<file path="config.mk">
export PLATFORM = sky130hd
export DESIGN_NAME = pfc_cutoff
export DESIGN_NICKNAME = d
export VERILOG_FILES = /design/src/pfc_pkg.sv /design/src/pfc_cutoff.sv
export SDC_FILE = /design/constraint.sdc
export NUM_CORES = 1
export LEC_CHECK = 0
export BUFFER_PORTS_ARGS = -buffer_cell sky130_fd_sc_hd__clkbuf_2
export CAP_MARGIN = 20
export CORE_ASPECT_RATIO = 1.1
export CORE_UTILIZATION = 54
export DETAILED_ROUTE_END_ITERATION = 6
export GPL_TIMING_DRIVEN = 0
export MAX_ROUTING_LAYER = met4
export PLACE_DENSITY = 0.89
export SYNTH_ARGS = -nofsm -noshare
export SYNTH_HDL_FRONTEND = slang
export SYNTH_SLANG_ARGS = --single-unit
</file>
<file path="constraint.sdc">
create_clock -name clk -period 3.55 [get_ports clk]
set_clock_uncertainty 0.15 [all_clocks]
set_input_delay 0.1775 -clock clk [delete_from_list [all_inputs] [get_ports clk]]
set_output_delay 0.1775 -clock clk [all_outputs]
set_load 0.02 [all_outputs]
</file>
<file path="src/pfc_pkg.sv">
package pfc_pkg;

    // =========================================================
    // geometry
    localparam int unsigned NPINS      = 6;
    localparam int unsigned FSEL_W     = 3;
    localparam int unsigned ADDR_W     = 5;
    localparam int unsigned DATA_W     = 32;

    // =========================================================
    // register byte offsets
    localparam logic [4:0] OFS_CTRL    = 5'h00;
    localparam logic [4:0] OFS_FSEL    = 5'h04;
    localparam logic [4:0] OFS_DIR     = 5'h08;
    localparam logic [4:0] OFS_PDATA   = 5'h0C;
    localparam logic [4:0] OFS_STATUS  = 5'h10;

    // =========================================================
    // field positions
    localparam int unsigned CTRL_USE_BIT  = 2;
    localparam int unsigned CTRL_EN_BIT   = 3;
    localparam int unsigned ST_NMI_BIT    = 0;
    localparam int unsigned ST_CUT_BIT    = 1;
    localparam int unsigned ST_OE_LSB     = 8;
    localparam int unsigned ST_PIN_LSB    = 16;

    // =========================================================
    // reset values
    localparam logic [5:0]  RST_DIR    = 6'h00;
    localparam logic [5:0]  RST_PDATA  = 6'h00;
    localparam logic [17:0] RST_FSEL   = 18'h00000;
    localparam logic        RST_SYNC_N = 1'b1;

    // =========================================================
    // pin function codes
    typedef enum logic [2:0] {
        PFC_FN_PORT   = 3'h0,
        PFC_FN_TIMER  = 3'h1,
        PFC_FN_PWM    = 3'h2,
        PFC_FN_SERIAL = 3'h3,
        PFC_FN_IIO    = 3'h4
    } pfc_fn_e;

    // output sources offered by the peripherals, one bit per pin
    typedef struct packed {
        logic [5:0] timer;
        logic [5:0] pwm;
        logic [5:0] serial;
        logic [5:0] iio;
    } pfc_fn_src_s;

    // whole block state
    typedef struct packed {
        logic        use_mc;
        logic        pwm_en;
        logic [17:0] fsel;
        logic [5:0]  dir;
        logic [5:0]  pdata;
        logic [5:0]  pin_o;
        logic [5:0]  pin_oe;
        logic        nmi_s1;
        logic        nmi_s2;
        logic [5:0]  pin_s1;
        logic [5:0]  pin_s2;
        logic        ack;
        logic [31:0] rdata;
    } pfc_state_s;

endpackage : pfc_pkg

</file>
<file path="src/pfc_cutoff.sv">
`timescale 1ns/1ps
// Notes on behaviour
// Cutoff touches only the six gated pins, and only when set as outputs.
// With motor control unused, each output pin drives its function.
// With motor control used and PWM output off, gated outputs float.
// With control used, PWM on and emergency input high, pins drive.
// With control used and PWM on, a low emergency input floats pins.
// A low emergency input clears PWM enable until software sets it.
// Hold reset, boot select low 2 ms past 2.7 V, raise select, then reset; the testbench holds select low for 3 clock edges only.
module pfc_cutoff (
    input  wire logic                clk,
    input  wire logic                rst,
    // avalon-mm slave
    input  wire logic [4:0]          avs_address,
    input  wire logic                avs_read,
    input  wire logic                avs_write,
    input  wire logic [31:0]         avs_writedata,
    input  wire logic [3:0]          avs_byteenable,
    output logic      [31:0]         avs_readdata,
    output logic                     avs_waitrequest,
    // peripheral output sources
    input  wire pfc_pkg::pfc_fn_src_s fn_src,
    // pins
    input  wire logic                nmi_n,
    input  wire logic [5:0]          pin_i,
    output logic      [5:0]          pin_o,
    output logic      [5:0]          pin_oe
);

    // =========================================================
    // decoding helpers
    function automatic logic is_out_fn(input logic [2:0] code);
        is_out_fn = (code == pfc_pkg::PFC_FN_PORT)   ||
                    (code == pfc_pkg::PFC_FN_TIMER)  ||
                    (code == pfc_pkg::PFC_FN_PWM)    ||
                    (code == pfc_pkg::PFC_FN_SERIAL) ||
                    (code == pfc_pkg::PFC_FN_IIO);
    endfunction : is_out_fn

    function automatic logic fn_value(input logic [2:0] code,
                                      input logic       port_bit,
                                      input logic       tmr,
                                      input logic       pwm,
                                      input logic       ser,
                                      input logic       iio);
        unique case (code)
            pfc_pkg::PFC_FN_PORT:   fn_value = port_bit;
            pfc_pkg::PFC_FN_TIMER:  fn_value = tmr;
            pfc_pkg::PFC_FN_PWM:    fn_value = pwm;
            pfc_pkg::PFC_FN_SERIAL: fn_value = ser;
            pfc_pkg::PFC_FN_IIO:    fn_value = iio;
            default:                fn_value = 1'b0;
        endcase
    endfunction : fn_value

    function automatic logic hit(input logic [4:0] addr,
                                 input logic [4:0] ofs);
        hit = (addr == ofs);
    endfunction : hit

    // =========================================================
    // state
    pfc_pkg::pfc_state_s st_r;
    pfc_pkg::pfc_state_s st_nxt;

    logic [5:0] out_mask;
    logic [5:0] sel_val;
    logic       cutoff;
    logic       req;
    logic       wr_go;
    logic       rd_go;
    logic       ctrl_wr;
    logic       mapped;
    logic       wd_use;
    logic       wd_en;

    // =========================================================
    // per-pin function select
    genvar gi;
    generate
        for (gi = 0; gi < 6; gi++) begin : g_pin
            // output function only
            // output pins only
            assign out_mask[gi] = st_r.dir[gi] &&
                is_out_fn(st_r.fsel[gi*3 +: 3]);
            assign sel_val[gi] = fn_value(st_r.fsel[gi*3 +: 3],
                                          st_r.pdata[gi],
                                          fn_src.timer[gi],
                                          fn_src.pwm[gi],
                                          fn_src.serial[gi],
                                          fn_src.iio[gi]);
        end
    endgenerate

    // =========================================================
    // cutoff decision
    // disabled floats
    // emergency floats
    assign cutoff = st_r.use_mc && (!st_r.pwm_en || !st_r.nmi_s2);

    // =========================================================
    // bus handshake
    assign req             = avs_read || avs_write;
    assign wr_go           = avs_write && !st_r.ack;
    assign rd_go           = avs_read && !st_r.ack;
    assign avs_waitrequest = req && !st_r.ack;
    assign avs_readdata    = st_r.rdata;
    assign pin_o           = st_r.pin_o;
    assign pin_oe          = st_r.pin_oe;

    // =========================================================
    // decode seen by the checks
    assign ctrl_wr = wr_go && avs_byteenable[0] &&
                     hit(avs_address, pfc_pkg::OFS_CTRL);
    assign mapped  = hit(avs_address, pfc_pkg::OFS_CTRL)  ||
                     hit(avs_address, pfc_pkg::OFS_FSEL)  ||
                     hit(avs_address, pfc_pkg::OFS_DIR)   ||
                     hit(avs_address, pfc_pkg::OFS_PDATA) ||
                     hit(avs_address, pfc_pkg::OFS_STATUS);
    assign wd_use  = avs_writedata[pfc_pkg::CTRL_USE_BIT];
    assign wd_en   = avs_writedata[pfc_pkg::CTRL_EN_BIT];

    // =========================================================
    // next state
    always_comb begin
        st_nxt = st_r;

        // two-stage synchronisers
        st_nxt.nmi_s1 = nmi_n;
        st_nxt.nmi_s2 = st_r.nmi_s1;
        st_nxt.pin_s1 = pin_i;
        st_nxt.pin_s2 = st_r.pin_s1;

        // one wait cycle, then accept
        st_nxt.ack = req && !st_r.ack;

        if (wr_go && avs_byteenable[0] &&
            hit(avs_address, pfc_pkg::OFS_CTRL)) begin
            st_nxt.use_mc = avs_writedata[pfc_pkg::CTRL_USE_BIT];
            st_nxt.pwm_en = avs_writedata[pfc_pkg::CTRL_EN_BIT];
        end
        if (wr_go && hit(avs_address, pfc_pkg::OFS_FSEL)) begin
            if (avs_byteenable[0]) begin
                st_nxt.fsel[7:0] = avs_writedata[7:0];
            end
            if (avs_byteenable[1]) begin
                st_nxt.fsel[15:8] = avs_writedata[15:8];
            end
            if (avs_byteenable[2]) begin
                st_nxt.fsel[17:16] = avs_writedata[17:16];
            end
        end
        if (wr_go && avs_byteenable[0] &&
            hit(avs_address, pfc_pkg::OFS_DIR)) begin
            st_nxt.dir = avs_writedata[5:0];
        end
        if (wr_go && avs_byteenable[0] &&
            hit(avs_address, pfc_pkg::OFS_PDATA)) begin
            st_nxt.pdata = avs_writedata[5:0];
        end

        // emergency low wins over a software set
        // hardware clears enable
        if (!st_r.nmi_s2) begin
            st_nxt.pwm_en = 1'b0;
        end

        if (rd_go) begin
            st_nxt.rdata = 32'h00000000;
            if (hit(avs_address, pfc_pkg::OFS_CTRL)) begin
                st_nxt.rdata[pfc_pkg::CTRL_USE_BIT] = st_r.use_mc;
                st_nxt.rdata[pfc_pkg::CTRL_EN_BIT]  = st_r.pwm_en;
            end else if (hit(avs_address, pfc_pkg::OFS_FSEL)) begin
                st_nxt.rdata[17:0] = st_r.fsel;
            end else if (hit(avs_address, pfc_pkg::OFS_DIR)) begin
                st_nxt.rdata[5:0] = st_r.dir;
            end else if (hit(avs_address, pfc_pkg::OFS_PDATA)) begin
                st_nxt.rdata[5:0] = st_r.pdata;
            end else if (hit(avs_address, pfc_pkg::OFS_STATUS)) begin
                st_nxt.rdata[pfc_pkg::ST_NMI_BIT] = st_r.nmi_s2;
                st_nxt.rdata[pfc_pkg::ST_CUT_BIT] = cutoff;
                st_nxt.rdata[pfc_pkg::ST_OE_LSB +: 6] = st_r.pin_oe;
                st_nxt.rdata[pfc_pkg::ST_PIN_LSB +: 6] = st_r.pin_s2;
            end
        end

        // pin drivers
        // pass when unused
        // pass when enabled
        st_nxt.pin_o  = sel_val;
        st_nxt.pin_oe = cutoff ? 6'h00 : out_mask;
    end

    // =========================================================
    // registers
    always_ff @(posedge clk or posedge rst) begin
        if (rst) begin
            st_r        <= '0;
            st_r.fsel   <= pfc_pkg::RST_FSEL;
            st_r.dir    <= pfc_pkg::RST_DIR;
            st_r.pdata  <= pfc_pkg::RST_PDATA;
            st_r.nmi_s1 <= pfc_pkg::RST_SYNC_N;
            st_r.nmi_s2 <= pfc_pkg::RST_SYNC_N;
        end else begin
            st_r <= st_nxt;
        end
    end
endmodule : pfc_cutoff

</file>
==> impl_results.md <==
* Status: finished with violations
* Failing checks: negative hold slack
* Final WS setup at roughly 1.6 ns
* Synth warn at 0
* Number of hold buffers added after cts at 32
* DIE AREA at 0.00714 sq mm
* GRT Residual Overflow at 0
* Final hold violations at 1
* CTS resizes at 0
* Drt via density at 5.23
* First-pass GRT wire length at 13.0 mm
* Critical Path Start Type: register
* Initial antenna violation count at 0
* Top_reg_cell synth: dfrtp_1
* Synth area leader: dfrtp_1
* Reg2Reg Setup Slack at between 1.5 and 2 ns
* Worst r2r src: st_r[32]$_DFF_PP0_
* Synth Register Bits at 81
* Final Max Slew Viols at 0
* Via Count at approximately 2800
* Total core area at between 0.006 and 0.007 sq mm
* Sequential area share after synthesis at 0.552
* Syn_area_per_cell at approximately 12 sq um
* Most common cell after layout, fill and taps aside: clkbuf_2
* Peak supply drop at between 0.2 and 0.25 mV
* Crit Path Max Fanout at 6
* DRC Markers at 0
* Hold Path Class: input pin to register
* Fraction of layout cells with a size suffix above 1 at 0.453
* CTS root buffer: clkbuf_8
* Max cap viols at 0
* Hold Worst Slack at -0.00933 ns
* Total Routed Length at ~8.3 mm
* Yosys cell types at 35
* Share of the synthesized area in the top cell type at 0.538
* Crit Path Class: register to register
* Nets at 528
* Clock Sinks at slightly above 80
* Final setup viols at 0
* Die Y at slightly below 90 microns
* Row Count at 31
* GPL Wtd Cong at 0.844
* Routed Antenna Nets at 0
* Fillers at 452
* CP endpoint kind: register
* Critical Path AT at roughly 2 ns
* Tcrit/Tclk final at 0.560
* H-tree Lvls at 3
* Beginning of the worst hold path: avs_write
* Number of synthesized flops with an enable pin at 0
* Initial Util at 0.557
* Worst skew pair latency at between 0.3 and 0.4 ns
* CTS tree: built
* Synthesis-to-finish area growth at 30.1%
* PortBufs at 95
* Min Clock Period, post-route at 1.99 ns
* Final HPWL DP at 5.75 mm
* TNS Setup at 0 ns
* Post-Syn Area at roughly 0.0037 sq mm
* Worst R2R End: st_r[67]$_DFFE_PP0P_
* Most frequent cells in the layout: 95 x clkbuf_2, 79 x dfrtp_1, 44 x buf_4
* Worst Path Required at between 3 and 4 ns
* Final core utilization at 0.725
* Hold depth at 3
* Pin count of the biggest net entering global routing at 50
* GR Util All Layers at 0.259
* FMAX at 503 MHz
* Design Power at approximately 2 mW
* Hold endpoint: st_r[32]$_DFF_PP0_
* Synth top area cells: dfrtp_1 54%, mux2_2 9.5%, buf_4 9.0%
* Total CTS buffers at 9
* Leakage at approximately 2.5 nW
* Number of diodes at 0
* Post-CTS Setup Bufs at 0
* Clk pin slew, worst setup/hold paths at 0.07 ns
* Async SR Flop Fraction at 1.00
* Vias in the first global route at between 2000 and 3000
* Drt initial violations at roughly 230
* Longest Clk Path Bufs at 2
* Chip width at about 81 microns
* Worst r2r path cells at 4
* DR pass1 iterations at 4
* WL/cell at ~16 microns
* Gate count of the mapped netlist at 304
* Ports at ~120
* Power Dens Cells at 409 mW/mm^2
* Place WS at between 1.5 and 2 ns
* RSZ-0062 raised after global routing: no
flip-flops by register name (all words and copies together) (netlist names):
signal	cells
pin_oe	6
st_nxt	7
st_r	40
avs_readdata	22
pin_o	6
metal layers:
layer / track usage / vias up / routed length, microns
met3: 0.0660 / 18 / 588
met5: - / - / 0
met4: 0.101 / 0 / 210
met1: 0.325 / 1359 / 3330
li1: - / 1301 / -
met2: 0.406 / 131 / 4200
cell usage after synthesis (all sizes together) (3+ instances only):
master	instances
dfrtp	79
nand2	36
nor2	9
mux2	34
o32ai	5
clkbuf	4
mux4	7
o21ai	25
a21oi	3
inv	7
nor2b	3
a22o	3
and3	8
nand3	4
a22oi	11
buf	50
worst max path at each step:
stage,startpoint,cells past startpoint,endpoint
final,st_r[32]$_DFF_PP0_,4,st_r[67]$_DFFE_PP0P_
after detailed placement,st_r[32]$_DFF_PP0_,4,st_r[67]$_DFFE_PP0P_
after global placement,rst,2,st_nxt[34]$_DFF_PP0_
after floorplan,rst,1,avs_readdata[0]$_DFFE_PP0P_
after global routing,st_r[32]$_DFF_PP0_,4,st_r[67]$_DFFE_PP0P_
after CTS,st_r[32]$_DFF_PP0_,4,st_r[67]$_DFFE_PP0P_
stage by stage:
stage | hold WS, ns | cells | area (sq um)
6_report | -0.00933 | 537 | 4780
5_1_grt | 0.00355 | 537 | 4780
4_1_cts | 0.00949 | 537 | 4780
3_5_place_dp | 0.0589 | 491 | 4320
3_3_place_gp | 0.116 | 490 | 4290
2_1_floorplan | 0.0320 | 313 | 3710
layout make-up:
type | count | area, sq um | area share
tap | 82 | 103 | 0.0215
inverter | 7 | 28.8 | 0.00602
clock buffer | 13 | 139 | 0.0290
sequential | 81 | 2030 | 0.424
buffer | 54 | 375 | 0.0785
clock inverter | 1 | 5.00 | 0.00105
multi-input combinational | 171 | 1280 | 0.267
timing repair buffer | 128 | 823 | 0.172
worst max-delay path, cell delays in order, from the launching register on:
cell	delay [ns]
dfrtp_1	0.41
nor2b_2	0.33
nand3_2	0.18
nor3b_4	0.42
mux2_2	0.39
report_power, final:
part           total (mW)  internal [mW]  switching, mW
combinational       0.355          0.188          0.167
sequential           1.06          0.996         0.0615
clock               0.544          0.247          0.297
kinds of logic (layout without fill, tap and decap cells):
kind of cell,Yosys count,after routing,synth area share
buffers and inverters,61,203,0.109
other,1,10,0.00102
AO/OA/AOI/OAI,51,51,0.0889
multiplexers,43,43,0.154
flip-flops,81,81,0.552
AND/OR/NAND/NOR,67,67,0.0950
(Power assumes the default switching activity.)
